`src/common/liu_diag_pkg.sv`:
```
// Purpose: Shared constants for the line interface diagnostic register bank
// Assumes: Byte-wide registers on a 6-bit register address
// Notes:   Loop codes feed the datapath muxes directly
package liu_diag_pkg;
	// Register offsets
	localparam logic [5:0] LINE_CTRL_ADDR  = 6'h06;
	localparam logic [5:0] ATTEN_CTRL_ADDR = 6'h07;
	localparam logic [5:0] IRQ_EN_ADDR     = 6'h20;
	localparam logic [5:0] IRQ_ST_ADDR     = 6'h21;
	localparam logic [5:0] ERR_HIGH_ADDR   = 6'h30;
	localparam logic [5:0] ERR_LOW_ADDR    = 6'h31;
	localparam logic [5:0] ERR_HOLD_ADDR   = 6'h38;
	localparam logic [5:0] DEV_ID_ADDR     = 6'h3E;
	localparam logic [5:0] SI_REV_ADDR     = 6'h3F;

	// Field positions
	localparam int NEAR_LOOP_BIT     = 3;
	localparam int FAR_LOOP_BIT      = 4;
	localparam int PATTERN_EN_BIT    = 5;
	localparam int ATTEN_A_BIT       = 0;
	localparam int ATTEN_PATH_BIT    = 1;
	localparam int ATTEN_B_BIT       = 2;
	localparam int PTR_RESET_BIT     = 3;
	localparam int IRQ_BIT           = 0;

	// Values after reset
	localparam logic [7:0] REG_RESET_VAL = 8'h00;
	localparam logic [7:0] ZERO_BYTE     = 8'h00;

	// Counter width
	localparam int ERR_COUNT_W = 16;

	// Loopback selection codes
	typedef enum logic [1:0] {
		LOOP_NORMAL       = 2'h0,
		LOOP_ANALOG_LOCAL = 2'h1,
		LOOP_REMOTE       = 2'h2,
		LOOP_DIGITAL      = 2'h3
	} loop_mode_t;
endpackage : liu_diag_pkg

```
`src/design/err_counter.sv`:
```
// Purpose: Saturating test-pattern error counter with synchronous clear
// Assumes: Error pulses are on the same clock
// Notes:   An error in the clear cycle is kept as a count of one
module err_counter #(
	parameter int WIDTH = 16
) (
	// Clock and reset
	input  wire logic             i_clk,
	input  wire logic             i_arst_n,
	// Control
	input  wire logic             i_count_en,
	input  wire logic             i_err,
	input  wire logic             i_clear,
	// Count
	output logic [WIDTH-1:0]      o_count
);
	logic [WIDTH-1:0] count_r;
	logic             bump;

	assign bump    = i_count_en & i_err;
	assign o_count = count_r;

	// Saturate rather than wrap so a huge error burst never reads as small
	always_ff @(posedge i_clk or negedge i_arst_n) begin
		if (!i_arst_n) begin
			count_r <= '0;
		end else if (i_clear) begin
			count_r <= {{(WIDTH-1){1'b0}}, bump};
		end else if (bump && !(&count_r)) begin
			count_r <= count_r + {{(WIDTH-1){1'b0}}, 1'b1};
		end
	end
endmodule // err_counter

```
`src/design/liu_diag_control_registers.sv`:
```
// Purpose: Diagnostic control and status register bank of the line interface
// Assumes: Serial port decoder delivers one-cycle read and write strobes
// Notes:   Read data is registered and valid one cycle after the read strobe
//
// Contract
// RULE_01 - The far and near loop bits pick normal, analog local, remote or digital loopback.
// RULE_02 - Pattern test enable sends the long pattern at E3 rate, the short one otherwise, and enables detection.
// RULE_03 - While pattern test is on, each detected bit error adds one to a 16-bit counter; the code holds the count at its full value instead of adding.
// RULE_04 - Reading one counter byte copies the other byte into the holding register and clears the counter.
// RULE_05 - Attenuator mode bits give 16-bit depth, 32-bit depth, or disable when the first bit is set.
// RULE_06 - The path bit places the attenuator in the transmit path when one, the receive path when zero.
// RULE_07 - The pointer reset bit resets both attenuator FIFO pointers.
// RULE_08 - The global interrupt enable bit enables interrupt signalling and resets to zero.
// RULE_09 - The global pending bit reads one when any interrupt needs service and resets to zero; the code also requires the global enable set.
// RULE_10 - The high counter register returns counter bits 15 to 8 and clears on read.
// RULE_11 - The low counter register returns counter bits 7 to 0 and clears on read.
// RULE_12 - The identification register returns a fixed code and ignores writes.
// RULE_13 - The revision register returns a fixed number and ignores writes.
// RULE_14 - Reserved addresses read as zero and ignore writes.
module liu_diag_control_registers #(
	parameter logic [7:0] DEVICE_ID   = 8'h5A,	// Arbitrary value
	parameter logic [7:0] SILICON_REV = 8'h02	// Arbitrary value
) (
	// Clock and reset
	input  wire logic                          I_SYS_CLK,
	input  wire logic                          I_ARST_N,
	// Register port
	input  wire logic [5:0]                    I_REG_ADDR,
	input  wire logic                          I_REG_WR,
	input  wire logic [7:0]                    I_REG_WDATA,
	input  wire logic                          I_REG_RD,
	output logic [7:0]                         O_REG_RDATA,
	output logic                               O_REG_RVALID,
	// Datapath status
	input  wire logic                          I_E3_RATE,
	input  wire logic                          I_BIT_ERROR,
	input  wire logic                          I_IRQ_SOURCE,
	// Datapath control
	output liu_diag_pkg::loop_mode_t           O_LOOP_MODE,
	output logic                               O_PATTERN_TX_EN,
	output logic                               O_PATTERN_LONG,
	output logic                               O_PATTERN_DET_EN,
	output logic                               O_ATTEN_EN,
	output logic                               O_ATTEN_DEPTH_32,
	output logic                               O_ATTEN_IN_TX,
	output logic                               O_FIFO_PTR_RESET,
	output logic                               O_IRQ_ENABLE,
	output logic                               O_IRQ_PENDING
);
	import liu_diag_pkg::*;

	logic [7:0]             line_ctrl_r;
	logic [7:0]             atten_ctrl_r;
	logic                   global_irq_enable_r;
	logic                   global_irq_pending_r;
	logic [7:0]             error_count_holding_r;
	logic [7:0]             rdata_r;
	logic                   rvalid_r;
	logic [ERR_COUNT_W-1:0] err_count;
	logic                   rd_high;
	logic                   rd_low;
	logic                   pattern_test_enable;
	logic                   far_loop_select;
	logic                   near_loop_select;
	logic                   atten_mode_bit_a;
	logic                   atten_mode_bit_b;

	function automatic logic hit(input logic [5:0] addr, input logic [5:0] target);
		hit = (addr == target);
	endfunction

	assign rd_high = I_REG_RD && hit(I_REG_ADDR, ERR_HIGH_ADDR);
	assign rd_low  = I_REG_RD && hit(I_REG_ADDR, ERR_LOW_ADDR);

	// Control register writes; unmapped writes fall through untouched
	always_ff @(posedge I_SYS_CLK or negedge I_ARST_N) begin
		if (!I_ARST_N) begin
			line_ctrl_r         <= REG_RESET_VAL;
			atten_ctrl_r        <= REG_RESET_VAL;
			global_irq_enable_r <= 1'b0;	// [RULE_08]
		end else if (I_REG_WR) begin
			if (hit(I_REG_ADDR, LINE_CTRL_ADDR)) begin
				line_ctrl_r <= I_REG_WDATA & 8'h38;
			end
			if (hit(I_REG_ADDR, ATTEN_CTRL_ADDR)) begin
				atten_ctrl_r <= I_REG_WDATA & 8'h0F;
			end
			if (hit(I_REG_ADDR, IRQ_EN_ADDR)) begin
				global_irq_enable_r <= I_REG_WDATA[IRQ_BIT];	// [RULE_08]
			end
		end
	end

	assign far_loop_select     = line_ctrl_r[FAR_LOOP_BIT];
	assign near_loop_select    = line_ctrl_r[NEAR_LOOP_BIT];
	assign pattern_test_enable = line_ctrl_r[PATTERN_EN_BIT];
	assign atten_mode_bit_a    = atten_ctrl_r[ATTEN_A_BIT];
	assign atten_mode_bit_b    = atten_ctrl_r[ATTEN_B_BIT];

	// Codes match {far, near} so the mux needs no table
	assign O_LOOP_MODE      = loop_mode_t'({far_loop_select, near_loop_select});	// [RULE_01]
	assign O_PATTERN_TX_EN  = pattern_test_enable;	// [RULE_02]
	assign O_PATTERN_LONG   = pattern_test_enable & I_E3_RATE;	// [RULE_02]
	assign O_PATTERN_DET_EN = pattern_test_enable;	// [RULE_02]
	assign O_ATTEN_EN       = !atten_mode_bit_a;	// [RULE_05]
	assign O_ATTEN_DEPTH_32 = !atten_mode_bit_a & atten_mode_bit_b;	// [RULE_05]
	assign O_ATTEN_IN_TX    = atten_ctrl_r[ATTEN_PATH_BIT];	// [RULE_06]
	// Level held until software clears it, keeping the FIFO empty meanwhile
	assign O_FIFO_PTR_RESET = atten_ctrl_r[PTR_RESET_BIT];	// [RULE_07]
	assign O_IRQ_ENABLE     = global_irq_enable_r;

	// Pending summary, gated by the global enable
	always_ff @(posedge I_SYS_CLK or negedge I_ARST_N) begin
		if (!I_ARST_N) begin
			global_irq_pending_r <= 1'b0;	// [RULE_09]
		end else begin
			global_irq_pending_r <= I_IRQ_SOURCE & global_irq_enable_r;	// [RULE_09]
		end
	end
	assign O_IRQ_PENDING = global_irq_pending_r;

	err_counter #(
		.WIDTH      (ERR_COUNT_W)
	) u_err_counter (
		.i_clk      (I_SYS_CLK),
		.i_arst_n   (I_ARST_N),
		.i_count_en (pattern_test_enable),	// [RULE_03]
		.i_err      (I_BIT_ERROR),
		.i_clear    (rd_high | rd_low),	// [RULE_04]
		.o_count    (err_count)
	);

	// Holding register captures the byte not returned by the first read
	always_ff @(posedge I_SYS_CLK or negedge I_ARST_N) begin
		if (!I_ARST_N) begin
			error_count_holding_r <= REG_RESET_VAL;
		end else if (rd_high) begin
			error_count_holding_r <= err_count[7:0];	// [RULE_04]
		end else if (rd_low) begin
			error_count_holding_r <= err_count[15:8];	// [RULE_04]
		end
	end

	// Read mux; anything not decoded returns zero
	always_ff @(posedge I_SYS_CLK or negedge I_ARST_N) begin
		if (!I_ARST_N) begin
			rdata_r  <= ZERO_BYTE;
			rvalid_r <= 1'b0;
		end else begin
			rvalid_r <= I_REG_RD;
			if (I_REG_RD) begin
				case (I_REG_ADDR)
					LINE_CTRL_ADDR:  rdata_r <= line_ctrl_r;
					ATTEN_CTRL_ADDR: rdata_r <= atten_ctrl_r;
					IRQ_EN_ADDR:     rdata_r <= {7'h00, global_irq_enable_r};
					IRQ_ST_ADDR:     rdata_r <= {7'h00, global_irq_pending_r};	// [RULE_09]
					ERR_HIGH_ADDR:   rdata_r <= err_count[15:8];	// [RULE_10]
					ERR_LOW_ADDR:    rdata_r <= err_count[7:0];	// [RULE_11]
					ERR_HOLD_ADDR:   rdata_r <= error_count_holding_r;
					DEV_ID_ADDR:     rdata_r <= DEVICE_ID;	// [RULE_12]
					SI_REV_ADDR:     rdata_r <= SILICON_REV;	// [RULE_13]
					default:         rdata_r <= ZERO_BYTE;	// [RULE_14]
				endcase
			end
		end
	end
	assign O_REG_RDATA  = rdata_r;
	assign O_REG_RVALID = rvalid_r;
endmodule // liu_diag_control_registers

```
`config.mk`:
```
export PLATFORM = sky130hd
export DESIGN_NAME = liu_diag_control_registers
export DESIGN_NICKNAME = d
export VERILOG_FILES = /design/src/common/liu_diag_pkg.sv /design/src/design/err_counter.sv /design/src/design/liu_diag_control_registers.sv
export SDC_FILE = /design/constraint.sdc
export NUM_CORES = 1
export LEC_CHECK = 0
export BUFFER_PORTS_ARGS = -buffer_cell sky130_fd_sc_hd__buf_2
export CORE_MARGIN = 2
export CORE_UTILIZATION = 60
export DETAILED_ROUTE_END_ITERATION = 10
export PLACE_DENSITY_LB_ADDON = 0.2
export RECOVER_POWER = 100
export SYNTH_ARGS = -nofsm -noshare
export SYNTH_HDL_FRONTEND = slang
export SYNTH_SLANG_ARGS = --single-unit
```
`constraint.sdc`:
```
create_clock -name I_SYS_CLK -period 3.3 [get_ports I_SYS_CLK]
set_clock_uncertainty 0.2 [all_clocks]
set_input_delay 0.165 -clock I_SYS_CLK [delete_from_list [all_inputs] [get_ports I_SYS_CLK]]
set_output_delay 0.165 -clock I_SYS_CLK [all_outputs]
set_load 0.1 [all_outputs]
```
---- Word level (Yosys, flattened, before mapping) ----
Index checks and enable logic that the tools add are counted.
operators by class
  add/sub/neg operators ................... 1
  equal/unequal tests ..................... 9
  mux-type cells .......................... 5
  bitwise operators ....................... 5
  reductions and logical operators ........ 11
operator list
  cell                                                 number
  one-hot mux 8 bit (9 select lines)                   1
  equality test 6 bit, second input constant           7
  2-to-1 mux 16 bit                                    2
  adder 16 x 1 -> 16 bit, second input constant        1
  2-to-1 mux 8 bit                                     2
  AND reduction 16 bit                                 1
  equality test 6 x 3 -> 1 bit, second input constant  2
  AND reduction 2 bit                                  3
  AND 1 bit                                            4
  nonzero test 2 bit                                   2
  logical AND 1 bit                                    3
  logical NOT 1 bit                                    2
  OR 1 bit                                             1
storage, ports and cells
  register bits ........................... 42
  input port bits ......................... 21
  output and inout port bits .............. 20
  logic and storage cells ................. 39

---- Longest topological paths before layout ----
Gate-level depths: netlist of run 1.
  depth after elaboration ................. 5
  gate-level depth with buffers ........... 7
  gate-level depth less buffers ........... 5

---- Modules after synthesis ----
A second synthesis of run 1 with hierarchy kept.
second synthesis, totals
  cells, all modules ...................... 243
  area, all modules ....................... 2449.8 sq um
modules (own cells, without submodules)
  module                      instances  cells each  area each (sq um)  sequential area each (sq um)
  liu_diag_control_registers  1          150         1451.4             650.6
  err_counter                 1          93          998.5              400.4

---- Worst setup path after synthesis of run 1 ----
OpenSTA, ideal clock, no wires.
  path type ............................... register -> register
  from .................................... register line_ctrl_r[5]
  to ...................................... register u_err_counter.count_r[14] (netlist: u_err_counter.o_count[14])
  library setup time ...................... 0.077 ns
  data arrival time ....................... 2.022 ns
  required time ........................... 3.023 ns
  setup slack ............................. 1.000 ns
  cell stages (with the launch flop) ...... 6
  buffers on the path ..................... 1
  period minus slack after synthesis ...... 2.300 ns
  cell sequence ........................... dfrtp_1 > and2_1 > buf_2 > nand4_1 > or3_1 > a21oi_1
on the way
  longest elaborated chain between the ends .. 3
RTL lines
  what                          RTL line                          text
  start: declaration            liu_diag_control_registers.sv:52  logic [7:0] line_ctrl_r;
  start signal: assignment      liu_diag_control_registers.sv:83  line_ctrl_r <= I_REG_WDATA & 8'h38;
  AND 1 bit                     err_counter.sv:20                 assign bump = i_count_en & i_err;
  logical AND 1 bit             err_counter.sv:29                 end else if (bump && !(&count_r)) begin
  nonzero test 2 bit (no line)  -
  end signal: assignment        err_counter.sv:28                 count_r <= {{(WIDTH-1){1'b0}}, bump};
  end signal: assignment        err_counter.sv:30                 count_r <= count_r + {{(WIDTH-1){1'b0}}, 1'b1};
  end: declaration              err_counter.sv:17                 logic [WIDTH-1:0] count_r;
No other way between the ends.
A chain may end at the register's enable or synchronous reset.

---- Worst setup path in the final report of run 1 ----
  from .................................... input port I_REG_RD
  to ...................................... register u_err_counter.count_r[7] (netlist: u_err_counter.o_count[7])
on the way
  longest elaborated chain between the ends .. 3
  elaborated cells on any way between the ends .. 5
  classes of those cells .................. mux (1); bitwise (1); reduce/logical (3)
RTL lines
  what                                                            RTL line                                                            text
  start: declaration                                              liu_diag_control_registers.sv:31                                    input wire logic I_REG_RD,
  logical AND 1 bit (on tied branches)                            liu_diag_control_registers.sv:72, liu_diag_control_registers.sv:73
  OR 1 bit *                                                      liu_diag_control_registers.sv:129                                   .i_clear (rd_high | rd_low),
  2-to-1 mux 16 bit / nonzero test 2 bit (equally long branches)  -
Mark *: on every way between the ends. The rest lies on a longest branch, timed or not.

==> results.sh, run 1 <==
export IMPL_synth_nets=272
export IMPL_numCtsBuffers=5
export IMPL_min_period_ps=2450
export IMPL_post_route_util=0.728
export IMPL_drt_initial_drc_count=236
export IMPL_clock_sinks=42
export IMPL_place_ws_ps=1100
export IMPL_gp_congestion=0.869
export IMPL_syn_area_sq_um=2390
export IMPL_maxSlewViolCount=0
export IMPL_power_total_mw=1.37
export IMPL_synth_edff_count=0
export IMPL_avgSynthCellArea_sq_um=9.57
export IMPL_finalSetupViolations=0
export IMPL_p_leak_nw=1.14
export IMPL_initial_core_util=0.639
export IMPL_grt_first_pass_wirelength_mm=10.1
export IMPL_netlist_area_leader_share=0.439
export IMPL_synth_yosys_warnings=0
export IMPL_layout_setup_ws_ps=854
export IMPL_diodes=0
export IMPL_drtPass1Iterations=5
export IMPL_path_max_fanout=22
export IMPL_clock_path_buffers=2
export IMPL_yosysTopAreaCell="dfrtp_1"
export IMPL_min_period_over_period=0.741
export IMPL_maxCapViolCount=0
export IMPL_cts_repair_resized=0
export IMPL_worst_ep_arrival_time_ps=2430
export IMPL_grt_overflow_total=0
export IMPL_synthArstFlopShare=1.00
export IMPL_synth_area_leaders="dfrtp_1 (44%), o22ai_1 (4.2%), mux2_2 (3.8%)"
export IMPL_rows=22
export IMPL_cts_tree="built"
export IMPL_die_y_um=67.1
export IMPL_status="finished, final reports clean"
export IMPL_synth_cell_type_count=45
export IMPL_grt_use_total=0.298
export IMPL_layout_commonest_cell="dfrtp_1"
export IMPL_die_area_sq_um=4510
export IMPL_fin_tns_setup_ps=0
export IMPL_cp_start_kind="input port"
export IMPL_htree_levels=2
export IMPL_cts_root_buf="clkbuf_8"
export IMPL_p_per_area_nw_per_um2=502
export IMPL_multi_input_area_sq_um=1200
export IMPL_grt_pass1_vias=2083
export IMPL_wl_per_cell_um=17.9
export IMPL_via_per_inst=6.61
export IMPL_vias=2240
export IMPL_pin_count=41
export IMPL_syn_to_final_growth_pct=14.0
export IMPL_die_w_um=67.1
export IMPL_nets=312
export IMPL_rsz0062_at_grt="false"
export IMPL_coreArea_sq_um=3740
export IMPL_antenna_found_initial=0
export IMPL_seq_area_frac_synth=0.439
export IMPL_worstMarginPinSlew_ps=1180
export IMPL_io_buffer_count=38
export IMPL_ys_ff_latch=42
export IMPL_clk_latency_ps=300
export IMPL_required_ps=3280
export IMPL_final_cell_mix="dfrtp_1 (42), clkbuf_1 (24), nand2_1 (16), o22ai_1 (16)"
export IMPL_ys_flop_type="dfrtp_1"
export IMPL_postSynthCellCount=250
export IMPL_placedCellCount=322
export IMPL_hpwl_mm=4.12
export IMPL_seqCellArea_sq_um=1050
export IMPL_min_path_type="in -> reg"
export IMPL_routed_wl_mm=6.06
export IMPL_fillCellCount=302
export IMPL_final_cells=339
export IMPL_clk_pin_slew_ps=80
export IMPL_grt_max_degree=43
export IMPL_hold_viol=0
export IMPL_critical_path_endpoint_type="register"
export IMPL_drive_gt1_frac=0.117
export IMPL_drc=0
export IMPL_timing_fmax_mhz=409
export IMPL_ir_drop_uv=495
export IMPL_antenna_left=0
export IMPL_max_slew_margin=0.219
export IMPL_path_class="in -> reg"
==> critical path, stage by stage <==
cell and delay (ps):
dlygate4sd3_1 520, clkbuf_1 630, and3_1 820, or4_1 210
o21ai_0 70
==> sequential cells by signal (all words and copies together), names as in the netlist <==
register and flops:
O_REG_RVALID 1, error_count_holding_r 8, line_ctrl_r 3, atten_ctrl_r 4, O_REG_RDATA 8, u_err_counter.o_count 16, O_IRQ_PENDING 1, O_IRQ_ENABLE 1
==> logic make-up after synthesis <==
family,Yosys count,synth area share
buf+inv,27,0.0502
compound gates,71,0.199
mux,14,0.0628
flops,42,0.439
simple gates,95,0.243
fa+ha+maj,1,0.00523
==> area by class of cell <==
cell class	count	share of cell area
repair buffers	47	0.0922
well taps	48	0.0220
clock inverters	2	0.0138
inverters	13	0.0179
clock buffers	6	0.0266
multi-input cells	181	0.442
flip-flops and latches	42	0.385
==> cell usage after synthesis (5+ instances only) <==
cell	count
a211oi_1	5
or3_1	6
o21ai_0	7
a221oi_1	6
o22ai_1	16
nand4_1	7
nand2_1	16
nor2_1	11
a21oi_1	15
or4_1	6
mux2i_1	6
mux2_2	8
inv_1	13
clkbuf_1	5
nor3_1	8
nand3_1	9
and2_1	7
o211ai_1	8
dfrtp_1	42
==> final timing paths <==
check | depth (start not counted) | end | slack [ps] | from
max | 5 | u_err_counter.o_count[7]$_DFFE_PN0P_ | 850 | I_REG_RD
min | 3 | O_IRQ_ENABLE$_DFFE_PN0P_ | 20 | I_REG_WR
max reg2reg | 5 | u_err_counter.o_count[2]$_DFFE_PN0P_ | 1060 | u_err_counter.o_count[0]$_DFFE_PN0P_
min reg2reg | 2 | O_REG_RDATA[4]$_DFFE_PN0P_ | 330 | O_REG_RDATA[4]$_DFFE_PN0P_
max in group asynchronous | 2 | u_err_counter.o_count[5]$_DFFE_PN0P_ | 1980 | I_ARST_N
min in group asynchronous | 2 | u_err_counter.o_count[13]$_DFFE_PN0P_ | 340 | I_ARST_N
==> power by group <==
part,switching [mW],internal [mW],total (mW)
logic,0.234,0.0868,0.321
registers,0.0648,0.574,0.639
clock network,0.183,0.226,0.409
total,0.482,0.887,1.37
==> metrics by stage <==
step | hold slack, ps | area [sq um]
floorplan | -331 | 2390
global placement | 148 | 2570
detailed placement | 148 | 2570
CTS | 17.4 | 2770
global route | 58.6 | 2730
finish | 15.9 | 2730
==> what timing repair did <==
| item | in CTS | in global routing |
|---|---|---|
| setup buffers | 0 | 0 |
| hold buffers | 9 | 0 |
| hold endpoints to repair | 52 | 0 |
==> metal layers <==
metal / global-route usage / share of wire / up-vias
li1: - / - / 1035
met1: 0.418 / 0.42 / 1070
met2: 0.460 / 0.48 / 116
met3: 0.0583 / 0.082 / 19
met4: 0.110 / 0.017 / 0
met5: 0 / 0 / -
Power figures use the tool's default switching activity.
==> inputs of run 2 (changes only) <==
CORE_UTILIZATION = 50   (was 60)
clock period = 2 ns   (was 3.3 ns; I/O delays follow)
==> run 2 against run 1 <==
Setup slack lost 740 ps. Register-to-register slack lost 950 ps. Clock power grew 43%. Sequential power grew 60%. Non-clock buffer count grew 16. Largest cell class unchanged. Power grew 64%. Cell count grew 6.5%.
==> results.sh, run 2 (same netlist as run 1, synthesis figures left out) <==
export IMPL_antenna_found_initial=0
export IMPL_maxSlewViolCount=0
export IMPL_finalSetupViolations=0
export IMPL_worstReg2RegEnd="u_err_counter.o_count[15]$_DFFE_PN0P_"
export IMPL_wl_per_cell_um=17.2
export IMPL_hold_viol=0
export IMPL_worstMarginPinSlew_ps=1210
export IMPL_coreArea_sq_um=4660
export IMPL_final_cells=361
export IMPL_startpoint="u_err_counter.o_count[7]$_DFFE_PN0P_"
export IMPL_drc=0
export IMPL_fillCellCount=393
export IMPL_timing_fmax_mhz=530
export IMPL_via_per_inst=6.17
export IMPL_required_ps=2030
export IMPL_min_period_over_period=0.943
export IMPL_drive_gt1_frac=0.238
export IMPL_clock_path_buffers=2
export IMPL_placedCellCount=342
export IMPL_path_max_fanout=8
export IMPL_worst_r2r_setup_slack_ps=110
export IMPL_cts_setup_buffers=0
export IMPL_hpwl_mm=4.48
export IMPL_endpoint="u_err_counter.o_count[15]$_DFFE_PN0P_"
export IMPL_timing_rr_start="u_err_counter.o_count[7]$_DFFE_PN0P_"
export IMPL_p_per_area_nw_per_um2=777
export IMPL_cp_start_kind="register"
export IMPL_vias=2226
export IMPL_path_class="reg -> reg"
export IMPL_gp_congestion=0.899
export IMPL_routed_wl_mm=6.21
export IMPL_clk_pin_slew_ps=80
export IMPL_p_leak_nw=1.28
export IMPL_max_slew_margin=0.195
export IMPL_clock_sinks=42
export IMPL_worst_ep_arrival_time_ps=1920
export IMPL_antenna_left=0
export IMPL_diodes=0
export IMPL_numCtsBuffers=5
export IMPL_maxCapViolCount=0
export IMPL_final_cell_mix="dfrtp_1 (41), clkbuf_2 (20), nand2_1 (16), o22ai_1 (16)"
export IMPL_grt_use_total=0.252
export IMPL_cts_tree="built"
export IMPL_grt_pass1_vias=2060
export IMPL_min_period_ps=1890
export IMPL_largest_register_ffs=16
export IMPL_pin_count=41
export IMPL_critical_path_endpoint_type="register"
export IMPL_die_area_sq_um=5350
export IMPL_min_path_type="in -> reg"
export IMPL_drtPass1Iterations=4
export IMPL_grt_overflow_total=0
export IMPL_rows=25
export IMPL_fin_tns_setup_ps=0
export IMPL_post_route_util=0.621
export IMPL_ir_drop_uv=542
export IMPL_clk_latency_ps=300
export IMPL_syn_to_final_growth_pct=21.0
export IMPL_cts_root_buf="clkbuf_8"
export IMPL_grt_max_degree=24
export IMPL_rsz0062_at_grt="false"
export IMPL_layout_commonest_cell="dfrtp_1"
export IMPL_die_y_um=73.2
export IMPL_drt_initial_drc_count=266
export IMPL_r2r_worst_path_cells=4
export IMPL_die_w_um=73.2
export IMPL_nets=328
export IMPL_io_buffer_count=38
export IMPL_initial_core_util=0.513
export IMPL_grt_first_pass_wirelength_mm=10.3
export IMPL_htree_levels=2
export IMPL_status="finished, final reports clean"
## run 2: cell count changes in the layout (fill, tap and decap cells not counted), sizes merged
cell | before | now
buf | 15 | 29
bufinv | 1 | 0
clkinv | 0 | 1
dlygate4sd3 | 9 | 11
## run 2: what timing repair did
| action | in CTS | in global routing |
|---|---|---|
| hold endpoints to repair | 54 | 0 |
| hold buffers | 11 | 0 |
| resized for setup | 0 | 3 |
| endpoints found under the setup margin | 0 | 4 |
## run 2: worst min-delay path by stage
stage / start / to / slack [ps] / depth (start not counted)
2_1_floorplan: I_ARST_N / O_IRQ_ENABLE$_DFFE_PN0P_ / -400 / 0
3_3_place_gp: I_ARST_N / u_err_counter.o_count[10]$_DFFE_PN0P_ / -100 / 1
3_5_place_dp: I_ARST_N / u_err_counter.o_count[10]$_DFFE_PN0P_ / -100 / 1
4_1_cts: I_REG_ADDR[0] / O_IRQ_ENABLE$_DFFE_PN0P_ / 90 / 4
5_1_grt: I_REG_ADDR[0] / O_IRQ_ENABLE$_DFFE_PN0P_ / 120 / 4
6_report: I_REG_ADDR[0] / O_IRQ_ENABLE$_DFFE_PN0P_ / 90 / 4
## run 2: cell type report
class | instances | area, sq um | share of cell area
sequential | 42 | 1050 | 0.363
timing repair buffer | 63 | 418 | 0.144
inverter | 13 | 48.8 | 0.0169
tap | 54 | 67.6 | 0.0233
clock buffer | 6 | 82.6 | 0.0285
clock inverter | 2 | 12.5 | 0.00432
multi-input combinational | 181 | 1210 | 0.419
## run 2: power breakdown
| part | total, mW | leakage [nW] | internal (mW) | switching, mW |
|---|---|---|---|---|
| Combinational | 0.646 | 0.679 | 0.208 | 0.438 |
| Sequential | 1.02 | 0.558 | 0.948 | 0.0709 |
| Clock | 0.585 | 0.0472 | 0.278 | 0.307 |
## run 2: stage by stage
stage / area [sq um] / hold WS (ps) / setup slack (ps) / power, mW
floorplan: 2400 / -396 / 4.18 / 1.46
global placement: 2700 / -101 / 152 / 1.64
detailed placement: 2700 / -103 / 115 / 1.66
CTS: 2910 / 87.5 / 92.6 / 2.26
global route: 2900 / 117 / 13.0 / 2.35
finish: 2900 / 89.6 / 114 / 2.25
## run 2: routing by layer
| layer | up-vias | track usage | share of wire |
|---|---|---|---|
| met2 | 77 | 0.372 | 0.45 |
| li1 | 1069 | - | - |
| met1 | 1074 | 0.381 | 0.48 |
| met3 | 6 | 0.0428 | 0.057 |
| met5 | - | 0 | 0 |
| met4 | 0 | 0.0658 | 0.010 |
## run 2: critical path, stage by stage (launching register included)
cell	delay (ps)
dfrtp_1	480
and4_1	320
nand4_4	160
or4_1	500
a21oi_1	150
==> inputs of run 3 (changes only) <==
CORE_UTILIZATION = 51   (was 50)
PLACE_DENSITY = 0.73   (was default)
PLACE_DENSITY_LB_ADDON = default   (was 0.2)
SYNTH_HIERARCHICAL = 1   (was default)
==> run 3 against run 2 <==
Worst hold slack worse by 42 ps. Combinational power is 12% higher. Critical endpoint is now u_err_counter/o_count[15]$_DFFE_PN0P_. Core utilization is 3.1 points higher. Setup slack worse by 37 ps. Cell count is 1.7% higher. Global-route usage is 0.20 points lower. Synthesized cell count is 2.8% lower. Die area is 0.38% higher. Critical path depth is 1 higher. Largest power group unchanged. Clock power is 14% higher. Power is 7.0% higher.
==> results.sh, run 3 <==
export IMPL_layout_setup_ws_ps=76.4
export IMPL_wl_per_cell_um=16.7
export IMPL_path_cells="nand3_2 -> or3_4 -> a2111oi_4 -> xnor2_1 -> nor2_1"
export IMPL_rows=25
export IMPL_clock_sinks=42
export IMPL_synthArstFlopShare=1.00
export IMPL_timing_fmax_mhz=520
export IMPL_worstMarginPinSlew_ps=955
export IMPL_grt_first_pass_wirelength_mm=10.2
export IMPL_whs_ps=47.5
export IMPL_grt_pass1_vias=2031
export IMPL_die_w_um=73.3
export IMPL_finalSetupViolations=0
export IMPL_postSynthCellCount=243
export IMPL_critical_path_buf_inv_count=0
export IMPL_clock_path_buffers=2
export IMPL_cts_root_buf="clkbuf_8"
export IMPL_hpwl_mm=4.36
export IMPL_die_y_um=73.3
export IMPL_drtPass1Iterations=4
export IMPL_grt_max_degree=27
export IMPL_diodes=0
export IMPL_drt_initial_drc_count=160
export IMPL_avgSynthCellArea_sq_um=10.1
export IMPL_synthTopCellsByCount="dfrtp_1 (42), nor2_1 (40), nand2_1 (14), xnor2_1 (14), mux2_2 (13)"
export IMPL_cp_start_kind="register"
export IMPL_clk_pin_slew_ps=80
export IMPL_min_path_type="in -> reg"
export IMPL_min_period_over_period=0.962
export IMPL_coreArea_sq_um=4690
export IMPL_p_leak_nw=1.31
export IMPL_via_per_inst=5.93
export IMPL_vias=2176
export IMPL_worst_ep_arrival_time_ps=1910
export IMPL_path_max_fanout=5
export IMPL_fin_tns_setup_ps=0
export IMPL_max_slew_margin=0.363
export IMPL_path_class="reg -> reg"
export IMPL_final_cells=367
export IMPL_numCtsBuffers=5
export IMPL_drive_gt1_frac=0.313
export IMPL_min_path_cells=3
export IMPL_placedCellCount=348
export IMPL_maxSlewViolCount=0
export IMPL_yosysTopAreaCell="dfrtp_1"
export IMPL_die_area_sq_um=5370
export IMPL_synth_yosys_warnings=6
export IMPL_synth_area_leaders="dfrtp_1 (43%), nor2_1 (6.1%), mux2_2 (6.0%)"
export IMPL_cp_slowest_cell="or3_4"
export IMPL_required_ps=1990
export IMPL_nets=334
export IMPL_syn_area_sq_um=2450
export IMPL_p_per_area_nw_per_um2=786
export IMPL_post_route_util=0.653
export IMPL_synth_edff_count=0
export IMPL_seq_area_frac_synth=0.429
export IMPL_gp_congestion=0.891
export IMPL_pin_count=41
export IMPL_ys_ff_latch=42
export IMPL_antenna_left=0
export IMPL_largest_register_ffs=16
export IMPL_cpLargestDelayFamily="simple AND/OR/NAND/NOR gates"
export IMPL_antenna_found_initial=0
export IMPL_worst_r2r_setup_slack_ps=80
export IMPL_grt_overflow_total=0
export IMPL_critical_path_max_stage_delay_ps=470
export IMPL_r2r_worst_path_cells=5
export IMPL_synth_cell_type_count=47
export IMPL_synth_most_common_cell="dfrtp_1"
export IMPL_io_buffer_count=38
export IMPL_status="finished, final reports clean"
export IMPL_dpl_instance_area_sq_um=2850
export IMPL_critical_path_endpoint_type="register"
export IMPL_htree_levels=2
export IMPL_final_cell_mix="dfrtp_1 (40), nor2_1 (40), buf_4 (21)"
export IMPL_fillCellCount=388
export IMPL_ys_flop_type="dfrtp_1"
export IMPL_maxCapViolCount=0
export IMPL_place_ws_ps=10.2
export IMPL_synth_nets=265
export IMPL_fin_area_sq_um=3060
export IMPL_routed_wl_mm=6.14
export IMPL_ir_drop_uv=490
export IMPL_initial_core_util=0.522
export IMPL_netlist_area_leader_share=0.429
export IMPL_hold_viol=0
export IMPL_clk_latency_ps=300
export IMPL_power_total_mw=2.41
export IMPL_syn_to_final_growth_pct=25.0
export IMPL_grt_use_total=0.250
export IMPL_min_period_ps=1920
export IMPL_cts_tree="built"
export IMPL_drc=0
export IMPL_cp_depth=5
==> run 3: cell types whose count changed in the layout (fill, tap and decap cells not counted), sizes merged, moves of 6 or more <==
| cell | delta |
|---|---|
| a2111oi | +7 |
| buf | +8 |
| inv | -7 |
| nor2 | +30 |
| o211ai | -8 |
| o22ai | -15 |
| o31ai | +6 |
| or4 | -6 |
| xnor2 | +14 |
==> run 3: power by group <==
part | internal, mW | switching (mW)
Combinational | 0.208 | 0.516
Clock | 0.372 | 0.292
Sequential | 0.945 | 0.0727
==> run 3: cell type report <==
type,count,area [sq um],area share
multi-input combinational,183,1320,0.432
sequential,42,1060,0.345
timing repair buffer,73,479,0.157
clock buffer,6,72.6,0.0237
tap,54,67.6,0.0221
clock inverter,2,37.5,0.0123
inverter,7,26.3,0.00858
==> run 3: layer usage <==
layer / wire length, um / global-route usage / vias up / share of wire
met3: 319 / 0.0480 / 12 / 0.052
li1: - / - / 1030 / -
met4: 105 / 0.0687 / 0 / 0.017
met5: 0 / 0 / - / 0
met2: 3080 / 0.414 / 75 / 0.50
met1: 2630 / 0.337 / 1059 / 0.43
==> run 3: kinds of logic after synthesis <==
logic type	share of synthesized area
DFF	0.429
xor gates and xnor gates	0.0501
AOI/OAI and AO/OA	0.189
buffers and inverters	0.0419
and+or+nand+nor	0.201
muxes	0.0843
adders and majority gates	0.00511
==> run 3: worst register-to-register path, cell delays in order (launching register included) <==
cell       delay (ps)
dfrtp_1           460
nand3_2           110
or3_4             470
a2111oi_4         360
xnor2_1           150
nor2_1             60
==> run 3: worst paths after layout <==
| path | start | end |
|---|---|---|
| min in group asynchronous | I_ARST_N | atten_ctrl_r[0]$_DFFE_PN0P_ |
| setup / recovery | u_err_counter/o_count[2]$_DFFE_PN0P_ | u_err_counter/o_count[15]$_DFFE_PN0P_ |
| setup reg to reg | u_err_counter/o_count[2]$_DFFE_PN0P_ | u_err_counter/o_count[15]$_DFFE_PN0P_ |
| hold reg to reg | O_REG_RDATA[7]$_DFFE_PN0P_ | O_REG_RDATA[7]$_DFFE_PN0P_ |
| max in group asynchronous | I_ARST_N | line_ctrl_r[5]$_DFFE_PN0P_ |
| hold / removal | I_REG_WR | line_ctrl_r[3]$_DFFE_PN0P_ |
==> run 3: timing repair <==
action | in CTS | in global routing
cloned | 0 | 1
endpoints found under the setup margin | 1 | 5
pin swaps | 1 | 2
endpoints found under the hold margin | 54 | 0
setup buffers | 0 | 0
gates resized for setup | 0 | 3
hold buffers | 10 | 0
